$ cat config.mk
export PLATFORM = sky130hd
export DESIGN_NAME = e1bp_timing
export DESIGN_NICKNAME = d
export VERILOG_FILES = /design/src/logic/e1bp_pkg.sv /design/src/logic/e1bp_timing.sv
export SDC_FILE = /design/constraint.sdc
export NUM_CORES = 1
export LEC_CHECK = 0
export ABC_AREA = 0
export BUFFER_PORTS_ARGS = -buffer_cell sky130_fd_sc_hd__buf_4
export CAP_MARGIN = 20
export CELL_PAD_IN_SITES_DETAIL_PLACEMENT = 0
export CELL_PAD_IN_SITES_GLOBAL_PLACEMENT = 1
export CORE_MARGIN = 2
export CORE_UTILIZATION = 40
export DETAILED_ROUTE_END_ITERATION = 6
export PLACE_DENSITY = 0.78
export SLEW_MARGIN = 15
export SYNTH_ARGS = -nofsm -noshare
export SYNTH_HDL_FRONTEND = slang
export SYNTH_SLANG_ARGS = --single-unit
$ cat constraint.sdc
create_clock -name clk_in -period 9.1 [get_ports clk_in]
set_input_delay 0.91 -clock clk_in [delete_from_list [all_inputs] [get_ports clk_in]]
set_output_delay 0.91 -clock clk_in [all_outputs]
set_load 0.01 [all_outputs]
$ cat src/logic/e1bp_pkg.sv
// constants, bus carrier and state record of the e1 backplane timing block
// Contract
// rx sync marks frames when its mode bit is 0, multiframes when 1.
// rx sync pin is driven when direction bit is 0, input when 1.
// tx sync refers to frames when its mode bit is 0, multiframes when 1.
// tx sync pin is input when direction bit is 0, driven when 1.
// 1.544 MHz backplane drops every fourth E1 channel, adds F bit at one.
// rx link data carries the whole received stream, all Sa bits included.
// rx link clock pulses only at the selected Sa bit positions.
// tx link data is sampled only at the selected Sa bit positions.
// channel block outputs follow a per-timeslot map or the G.802 pattern.
// with tx elastic store on, tx serial sampled on backplane clock fall.
// a driven sync pulse lasts one bit and sits on the first bit.
package e1bp_pkg;

  // register offsets
  localparam logic [3:0] REG_RX_CTL  = 4'h0;
  localparam logic [3:0] REG_TX_CTL  = 4'h1;
  localparam logic [3:0] REG_RX_SA   = 4'h2;
  localparam logic [3:0] REG_TX_SA   = 4'h3;
  localparam logic [3:0] REG_MODE    = 4'h4;
  localparam logic [3:0] REG_RX_MAP0 = 4'h5;
  localparam logic [3:0] REG_TX_MAP0 = 4'h9;
  localparam logic [3:0] REG_STATUS  = 4'hD;

  // field positions
  localparam int RX_MF_BIT   = 6;
  localparam int RX_DIR_BIT  = 5;
  localparam int TX_MF_BIT   = 1;
  localparam int TX_DIR_BIT  = 0;
  localparam int MODE_T1_BIT = 0;
  localparam int MODE_ES_BIT = 1;
  localparam int MODE_G8_BIT = 2;

  // reset values
  localparam logic [7:0]  RX_CTL_RST = 8'h00;
  localparam logic [7:0]  TX_CTL_RST = 8'h00;
  localparam logic [7:0]  SA_RST     = 8'h01;
  localparam logic [7:0]  MODE_RST   = 8'h00;
  localparam logic [31:0] MAP_RST    = 32'h0000_0000;

  // frame geometry
  localparam logic [7:0] T1_LAST_BIT = 8'hC0;
  localparam logic [7:0] FRAME_START = 8'h00;
  localparam logic [3:0] MF_START    = 4'h0;
  localparam logic [3:0] MF_LAST     = 4'hF;
  localparam logic [2:0] SA4_BIT     = 3'h3;
  localparam logic [4:0] SA_TS       = 5'h00;
  localparam logic [4:0] G8_LO_A     = 5'h01;
  localparam logic [4:0] G8_HI_A     = 5'h0F;
  localparam logic [4:0] G8_LO_B     = 5'h11;
  localparam logic [4:0] G8_HI_B     = 5'h19;
  localparam logic [4:0] G8_PART_TS  = 5'h1A;

  // synchroniser lanes
  localparam int SI_RXCLK  = 0;
  localparam int SI_TXCLK  = 1;
  localparam int SI_BPCLK  = 2;
  localparam int SI_RXSYNC = 3;
  localparam int SI_TXSYNC = 4;
  localparam int SI_RXSER  = 5;
  localparam int SI_TXSER  = 6;
  localparam int SI_TXLINK = 7;
  localparam int SI_W      = 8;

  // register bus request
  typedef struct packed {
    logic [3:0] addr;
    logic [7:0] wdata;
    logic       wr;
    logic       rd;
  } e1bp_bus_t;

  // whole state of the block
  typedef struct packed {
    logic [SI_W-1:0] in_s1;
    logic [SI_W-1:0] in_s2;
    logic [SI_W-1:0] in_s3;
    logic [7:0]      rx_ctl;
    logic [7:0]      tx_ctl;
    logic [7:0]      rx_sa;
    logic [7:0]      tx_sa;
    logic [7:0]      mode;
    logic [31:0]     rx_map;
    logic [31:0]     tx_map;
    logic [7:0]      rd_data;
    logic [11:0]     rx_pos;
    logic [11:0]     tx_pos;
    logic [7:0]      bp_pos;
    logic            rx_sync_prev;
    logic            tx_sync_prev;
    logic [255:0]    frame_buf;
    logic            tx_hold;
    logic            rx_sync_o;
    logic            rx_sync_oe;
    logic            tx_sync_o;
    logic            tx_sync_oe;
    logic            rx_chclk;
    logic            rx_blk;
    logic            rx_lclk;
    logic            rx_ldata;
    logic            rx_ser;
    logic            tx_chclk;
    logic            tx_blk;
    logic            tx_lclk;
    logic            tx_line;
  } e1bp_state_t;

endpackage

$ cat src/logic/e1bp_timing.sv
// backplane sync, channel block and Sa link strobes of an e1 transceiver
//
// Chosen here: the strobed register port and the address map.
`timescale 1ns/1ns
module e1bp_timing (
  // clock, reset, enable
  input  wire logic                clk_in,
  input  wire logic                srst_in,
  input  wire logic                ce_in,
  // register port
  input  wire e1bp_pkg::e1bp_bus_t bus_in,
  output logic [7:0]               rd_data_out,
  // link clocks, sampled
  input  wire logic                rx_bit_clock_in,
  input  wire logic                tx_bit_clock_in,
  input  wire logic                backplane_clock_in,
  // receive side
  input  wire logic                rx_serial_data_in,
  input  wire logic                rx_sync_pin_in,
  output logic                     rx_sync_pin_out,
  output logic                     rx_sync_pin_oe_out,
  output logic                     rx_serial_data_out,
  output logic                     rx_channel_clock_out,
  output logic                     rx_channel_block_out,
  output logic                     rx_link_clock_out,
  output logic                     rx_link_data_out,
  // transmit side
  input  wire logic                tx_serial_data_in,
  input  wire logic                tx_link_data_in,
  input  wire logic                tx_sync_pin_in,
  output logic                     tx_sync_pin_out,
  output logic                     tx_sync_pin_oe_out,
  output logic                     tx_channel_clock_out,
  output logic                     tx_channel_block_out,
  output logic                     tx_link_clock_out,
  output logic                     tx_line_data_out
);
  import e1bp_pkg::*;

  e1bp_state_t s_ff;
  e1bp_state_t nxt_s;

  logic rx_rise;
  logic rx_fall;
  logic tx_rise;
  logic tx_fall;
  logic bp_rise;
  logic bp_fall;
  logic t1_mode;
  logic es_mode;
  logic g8_mode;
  logic [7:0] bp_q;
  logic [4:0] bp_ts;

  // selected Sa bit of a non-align frame
  function automatic logic sa_hit(input logic [11:0] pos, input logic [7:0] mask);
    logic [2:0] idx;
    idx = pos[2:0] - SA4_BIT;
    sa_hit = pos[8] && (pos[7:3] == SA_TS) && (pos[2:0] >= SA4_BIT) && mask[idx];
  endfunction

  // per-timeslot block or fixed pattern
  function automatic logic blk_hit(input logic [4:0] ts, input logic [2:0] bit_n,
                                   input logic [31:0] map, input logic g8);
    logic in_a;
    logic in_b;
    in_a = (ts >= G8_LO_A) && (ts <= G8_HI_A);
    in_b = (ts >= G8_LO_B) && (ts <= G8_HI_B);
    if (g8) begin
      blk_hit = in_a || in_b || ((ts == G8_PART_TS) && (bit_n == 3'h0));
    end else begin
      blk_hit = map[ts];
    end
  endfunction

  // sync start of frame or multiframe
  function automatic logic at_start(input logic [11:0] pos, input logic mf);
    at_start = (pos[7:0] == FRAME_START) && (!mf || (pos[11:8] == MF_START));
  endfunction

  // edge finders on the second and third stages
  assign rx_rise = s_ff.in_s2[SI_RXCLK] & ~s_ff.in_s3[SI_RXCLK];
  assign rx_fall = ~s_ff.in_s2[SI_RXCLK] & s_ff.in_s3[SI_RXCLK];
  assign tx_rise = s_ff.in_s2[SI_TXCLK] & ~s_ff.in_s3[SI_TXCLK];
  assign tx_fall = ~s_ff.in_s2[SI_TXCLK] & s_ff.in_s3[SI_TXCLK];
  assign bp_rise = s_ff.in_s2[SI_BPCLK] & ~s_ff.in_s3[SI_BPCLK];
  assign bp_fall = ~s_ff.in_s2[SI_BPCLK] & s_ff.in_s3[SI_BPCLK];

  // mode bits
  assign t1_mode = s_ff.mode[MODE_T1_BIT];
  assign es_mode = s_ff.mode[MODE_ES_BIT];
  assign g8_mode = s_ff.mode[MODE_G8_BIT];

  // next state
  always_comb begin
    nxt_s = s_ff;
    bp_q  = 8'h00;
    bp_ts = 5'h00;

    // pin synchronisers
    nxt_s.in_s1 = {tx_link_data_in, tx_serial_data_in, rx_serial_data_in,
                   tx_sync_pin_in, rx_sync_pin_in, backplane_clock_in,
                   tx_bit_clock_in, rx_bit_clock_in};
    nxt_s.in_s2 = s_ff.in_s1;
    nxt_s.in_s3 = s_ff.in_s2;

    // register writes
    if (bus_in.wr) begin
      unique case (bus_in.addr)
        REG_RX_CTL: begin
          nxt_s.rx_ctl = bus_in.wdata;
        end
        REG_TX_CTL: begin
          nxt_s.tx_ctl = bus_in.wdata;
        end
        REG_RX_SA: begin
          nxt_s.rx_sa = {3'h0, bus_in.wdata[4:0]};
        end
        REG_TX_SA: begin
          nxt_s.tx_sa = {3'h0, bus_in.wdata[4:0]};
        end
        REG_MODE: begin
          nxt_s.mode = {5'h00, bus_in.wdata[2:0]};
        end
        4'h5, 4'h6, 4'h7, 4'h8: begin
          nxt_s.rx_map[8*(bus_in.addr - REG_RX_MAP0) +: 8] = bus_in.wdata;
        end
        4'h9, 4'hA, 4'hB, 4'hC: begin
          nxt_s.tx_map[8*(bus_in.addr - REG_TX_MAP0) +: 8] = bus_in.wdata;
        end
        default: begin
        end
      endcase
    end

    // register reads, data only in the following cycle
    nxt_s.rd_data = 8'h00;
    if (bus_in.rd) begin
      unique case (bus_in.addr)
        REG_RX_CTL: nxt_s.rd_data = s_ff.rx_ctl;
        REG_TX_CTL: nxt_s.rd_data = s_ff.tx_ctl;
        REG_RX_SA:  nxt_s.rd_data = s_ff.rx_sa;
        REG_TX_SA:  nxt_s.rd_data = s_ff.tx_sa;
        REG_MODE:   nxt_s.rd_data = s_ff.mode;
        4'h5, 4'h6, 4'h7, 4'h8: begin
          nxt_s.rd_data = s_ff.rx_map[8*(bus_in.addr - REG_RX_MAP0) +: 8];
        end
        4'h9, 4'hA, 4'hB, 4'hC: begin
          nxt_s.rd_data = s_ff.tx_map[8*(bus_in.addr - REG_TX_MAP0) +: 8];
        end
        REG_STATUS: nxt_s.rd_data = {s_ff.rx_pos[11:8], s_ff.tx_pos[11:8]};
        default:    nxt_s.rd_data = 8'h00;
      endcase
    end

    // sync pin direction
    nxt_s.rx_sync_oe = ~s_ff.rx_ctl[RX_DIR_BIT];
    // sync pin direction
    nxt_s.tx_sync_oe = s_ff.tx_ctl[TX_DIR_BIT];

    // receive bit position and strobes on the rising edge
    if (rx_rise) begin
      nxt_s.rx_pos = s_ff.rx_pos + 12'h001;
      // frame or multiframe sync
      // one bit on the first bit
      nxt_s.rx_sync_o = ~s_ff.rx_ctl[RX_DIR_BIT]
                        && at_start(nxt_s.rx_pos, s_ff.rx_ctl[RX_MF_BIT]);
      nxt_s.rx_chclk  = (nxt_s.rx_pos[2:0] == 3'h0);
      // rx channel block
      nxt_s.rx_blk    = blk_hit(nxt_s.rx_pos[7:3], nxt_s.rx_pos[2:0],
                                s_ff.rx_map, g8_mode);
      // link clock at chosen Sa
      nxt_s.rx_lclk   = sa_hit(nxt_s.rx_pos, s_ff.rx_sa);
    end

    // receive sampling on the falling edge
    if (rx_fall) begin
      nxt_s.rx_sync_prev = s_ff.in_s2[SI_RXSYNC];
      // external sync realigns the count
      if (s_ff.rx_ctl[RX_DIR_BIT] && s_ff.in_s2[SI_RXSYNC] && !s_ff.rx_sync_prev) begin
        nxt_s.rx_pos[7:0] = FRAME_START;
        if (s_ff.rx_ctl[RX_MF_BIT]) begin
          nxt_s.rx_pos[11:8] = MF_START;
        end
      end
      nxt_s.frame_buf[nxt_s.rx_pos[7:0]] = s_ff.in_s2[SI_RXSER];
      // whole stream on link data
      nxt_s.rx_ldata = s_ff.in_s2[SI_RXSER];
    end

    // backplane side read-out of the frame buffer
    if (bp_rise) begin
      if (t1_mode && (s_ff.bp_pos == T1_LAST_BIT)) begin
        nxt_s.bp_pos = FRAME_START;
      end else begin
        nxt_s.bp_pos = s_ff.bp_pos + 8'h01;
      end
      bp_q  = nxt_s.bp_pos - 8'h01;
      bp_ts = bp_q[7:3] + (bp_q[7:3] / 5'd3) + 5'd1;
      // drop every fourth channel, F bit high
      if (!t1_mode) begin
        nxt_s.rx_ser = s_ff.frame_buf[nxt_s.bp_pos];
      end else if (nxt_s.bp_pos == FRAME_START) begin
        nxt_s.rx_ser = 1'b1;
      end else begin
        nxt_s.rx_ser = s_ff.frame_buf[{bp_ts, bp_q[2:0]}];
      end
    end

    // elastic store takes data on backplane fall
    if (bp_fall && es_mode) begin
      nxt_s.tx_hold = s_ff.in_s2[SI_TXSER];
    end

    // transmit position and strobes on the rising edge
    if (tx_rise) begin
      nxt_s.tx_pos = s_ff.tx_pos + 12'h001;
      // frame or multiframe sync
      // one bit on the first bit
      nxt_s.tx_sync_o = s_ff.tx_ctl[TX_DIR_BIT]
                        && at_start(nxt_s.tx_pos, s_ff.tx_ctl[TX_MF_BIT]);
      nxt_s.tx_chclk  = (nxt_s.tx_pos[2:0] == 3'h0);
      // tx channel block
      nxt_s.tx_blk    = blk_hit(nxt_s.tx_pos[7:3], nxt_s.tx_pos[2:0],
                                s_ff.tx_map, g8_mode);
      nxt_s.tx_lclk   = sa_hit(nxt_s.tx_pos, s_ff.tx_sa);
    end

    // transmit sampling on the falling edge
    if (tx_fall) begin
      nxt_s.tx_sync_prev = s_ff.in_s2[SI_TXSYNC];
      // backplane sync realigns the count
      if (!s_ff.tx_ctl[TX_DIR_BIT] && s_ff.in_s2[SI_TXSYNC] && !s_ff.tx_sync_prev) begin
        nxt_s.tx_pos[7:0] = FRAME_START;
        if (s_ff.tx_ctl[TX_MF_BIT]) begin
          nxt_s.tx_pos[11:8] = MF_START;
        end
      end
      // link data only at chosen Sa
      if (sa_hit(nxt_s.tx_pos, s_ff.tx_sa)) begin
        nxt_s.tx_line = s_ff.in_s2[SI_TXLINK];
      end else if (es_mode) begin
        // data from the backplane sample
        nxt_s.tx_line = s_ff.tx_hold;
      end else begin
        nxt_s.tx_line = s_ff.in_s2[SI_TXSER];
      end
    end
  end

  // state register
  always_ff @(posedge clk_in) begin
    if (srst_in) begin
      s_ff        <= '0;
      s_ff.rx_ctl <= RX_CTL_RST;
      s_ff.tx_ctl <= TX_CTL_RST;
      s_ff.rx_sa  <= SA_RST;
      s_ff.tx_sa  <= SA_RST;
      s_ff.mode   <= MODE_RST;
      s_ff.rx_map <= MAP_RST;
      s_ff.tx_map <= MAP_RST;
    end else if (ce_in) begin
      s_ff <= nxt_s;
    end
  end

  // outputs straight from the state
  assign rd_data_out          = s_ff.rd_data;
  assign rx_sync_pin_out      = s_ff.rx_sync_o;
  assign rx_sync_pin_oe_out   = s_ff.rx_sync_oe;
  assign rx_serial_data_out   = s_ff.rx_ser;
  assign rx_channel_clock_out = s_ff.rx_chclk;
  assign rx_channel_block_out = s_ff.rx_blk;
  assign rx_link_clock_out    = s_ff.rx_lclk;
  assign rx_link_data_out     = s_ff.rx_ldata;
  assign tx_sync_pin_out      = s_ff.tx_sync_o;
  assign tx_sync_pin_oe_out   = s_ff.tx_sync_oe;
  assign tx_channel_clock_out = s_ff.tx_chclk;
  assign tx_channel_block_out = s_ff.tx_blk;
  assign tx_link_clock_out    = s_ff.tx_lclk;
  assign tx_line_data_out     = s_ff.tx_line;

endmodule // e1bp_timing

==> results.yml <==
placement:
  place_area_um2: 26200
  hpwlAfterDp_mm: 58.2
  routabilityCongestion: 0.931
  portBuffers: 45
timing:
  clock_skew_ns: 0.0331
  hold_viol: 0
  fmax_mhz: 128
  maxSlewHeadroom_pct: 16.9
  slew_viol_final: 0
  tns_ns: 0
  grt_setup_unrepaired: "false"
  fin_crit_ns: 7.82
  fin_crit_sh_pct: 85.9
  hold_ws_ns: 0.458
  worst_pin_slew_ns: 1.24
  setup_viol: 0
finish:
  drive_above_1_share_pct: 12.8
  post-route-util_pct: 44.4
  final_area_um2: 27900
  finalNetCount: 2941
  diodes: 0
  max_flop_register: "s_ff"
  largest_register_ffs: 384
  area_growth_pct: 9.94
  final_common_cell: "dfxtp_1"
  mostFrequentLayoutCells: "422 x dfxtp_1, 324 x a21oi_1, 294 x nor2_1"
global_routing:
  grt_usage_pct: 26.9
  grt-ovfl-total: 0
  grt_pass1_wl_mm: 139
  grt_pass1_vias: 22200
  grt_max_degree: 115
  grt_antenna_before_repair: 1
die:
  row_count: 92
  core_region_area_um2: 62900
  start_util_pct: 40.4
  io_pins: 46
  die-area_um2: 65500
  die_h_um: 256
  fp.dieW_um: 256
logic_synthesis:
  synth_cell_type_count: 102
  syn-num-nets: 3057
  synth-seq-cells: 424
  synthesis.area_um2: 25400
  syn_area_per_cell_um2: 8.48
  syn_inst: 2994
  synth_warnings: 0
  synth_edf_count: 0
  synth-seq-area-share_pct: 33.4
  synthFlopType: "dfxtp_1"
  async_reset_ff_share_pct: 0
route:
  drt_iter0_markers: 2981
  routed-via-count: 23900
  drt-pass1-iter-count: 6
  wire_per_inst_um: 24.4
  viasPerCell: 6.36
  drcViolationCount: 0
  wirelength_mm: 91.7
  ant_nets: 0
cts:
  htreeDepth: 2
  clock-sinks: 424
  cts_buffers: 49
  hold_buffers: 0
  clk_latency_ns: 0.63
  cts_resized: 0
  cts_max_path_buffers: 3
  cts_setup_buffers: 0
  cts.reportedPaths.clkPinSlew_ns: 0.07
  cts_root_buf: "clkbuf_16"
  cts_tree: "yes"
setup_path:
  cp_max_fo: 37
  arrival_ns: 8.35
  r2r_cells: 25
  cpPeakStageDelay_ns: 0.82
  path_class: "reg2reg"
  cp_data_required_time_ns: 9.63
  r2r_setup_slack_ns: 1.28
  startpoint: "s_ff[272]"
  r2r_start: "s_ff[272]"
  crit_path_end_kind: "flop"
  r2r_end: "rx_serial_data_out"
  cp-start-kind: "flop"
  endpoint: "rx_serial_data_out"
  cp_slowest_cell: "fa_1"
  crit_top_cell: "ha_1"
outcome:
  status: "complete, no violations"
min_path:
  min_path_cells: 2
  hold_class: "reg2reg"
power_and_ir_drop:
  p_leak_uw: 0.0102
  pwr_density_cell_nw_per_um2: 150
  vdd_ir_drop_max_v: 0.000170
  p_total_uw: 4170
run:
  cap_violations: 0
==> worst max-delay path: cells and delay by family, from the launching register on <==
| kind | cells | cell delay, ns |
|---|---|---|
| adder cells (fa/ha/maj) | 6 | 2.54 |
| AO/OA/AOI/OAI | 7 | 1.62 |
| AND/OR/NAND/NOR | 7 | 1.30 |
| buffers and inverters | 4 | 0.84 |
| flip-flops | 1 | 0.79 |
| XOR/XNOR | 1 | 0.66 |
==> how the worst min path moves through the flow <==
stage,from,to
2_1_floorplan,s_ff[62],s_ff[62]
3_3_place_gp,tx_link_clock_out,tx_link_clock_out
3_5_place_dp,tx_sync_pin_out,tx_sync_pin_out
4_1_cts,tx_sync_pin_out,tx_sync_pin_out
5_1_grt,tx_channel_clock_out,tx_channel_clock_out
6_report,tx_sync_pin_out,tx_sync_pin_out
==> layout make-up <==
type	count	area, um^2
Timing Repair Buffer	111	896
Sequential cell	424	8500
Multi-Input combinational cell	2263	15700
Tap cell	846	1060
Clock inverter	21	270
Inverter	29	116
Fill cell	6148	34900
Clock buffer	70	1400
==> through the flow <==
| step | instances | setup slack, ns |
|---|---|---|
| 6_report | 3764 | 1.28 |
| 5_1_grt | 3764 | 0.686 |
| 4_1_cts | 3759 | 1.20 |
| 3_5_place_dp | 3668 | 1.24 |
| 3_3_place_gp | 3667 | 1.34 |
| 2_1_floorplan | 2994 | 1.63 |
==> power breakdown <==
part	leakage, uW	internal, uW	switching, uW
sequential	0.00342	1860	11.8
clock	0.000806	1190	867
combinational	0.00597	76.5	166
==> routing by layer <==
layer / track usage [%] / vias up / routed length, um
li1: - / 10700 / -
met1: 37.8 / 11700 / 38500
met2: 40.7 / 1309 / 40400
met3: 5.99 / 234 / 9730
met4: 9.19 / 0 / 3200
met5: 0 / - / 0
==> logic make-up after synthesis <==
| kind of cell | after synthesis | share of synthesized area [%] |
|---|---|---|
| flip-flops | 424 | 33.4 |
| AO/OA/AOI/OAI | 771 | 17.4 |
| buffers and inverters | 307 | 5.55 |
| XOR/XNOR | 45 | 1.67 |
| adder cells (fa/ha/maj) | 38 | 1.90 |
| multiplexers | 367 | 19.8 |
| AND/OR/NAND/NOR | 1042 | 20.2 |
==> Yosys cell counts (all sizes together), types with 27 or more instances <==
cell type	count	area, um^2
nand2	240	901
ha	37	463
dfxtp	424	8490
nor3	33	170
mux4	104	2370
and2	30	188
o21ai	255	1280
nand4	27	169
clkbuf	195	739
nand3	254	1300
buf	80	524
nor2	296	1120
inv	28	113
a21oi	328	1650
nor4	35	370
mux2i	245	2450
Power figures use the tool's default switching activity.
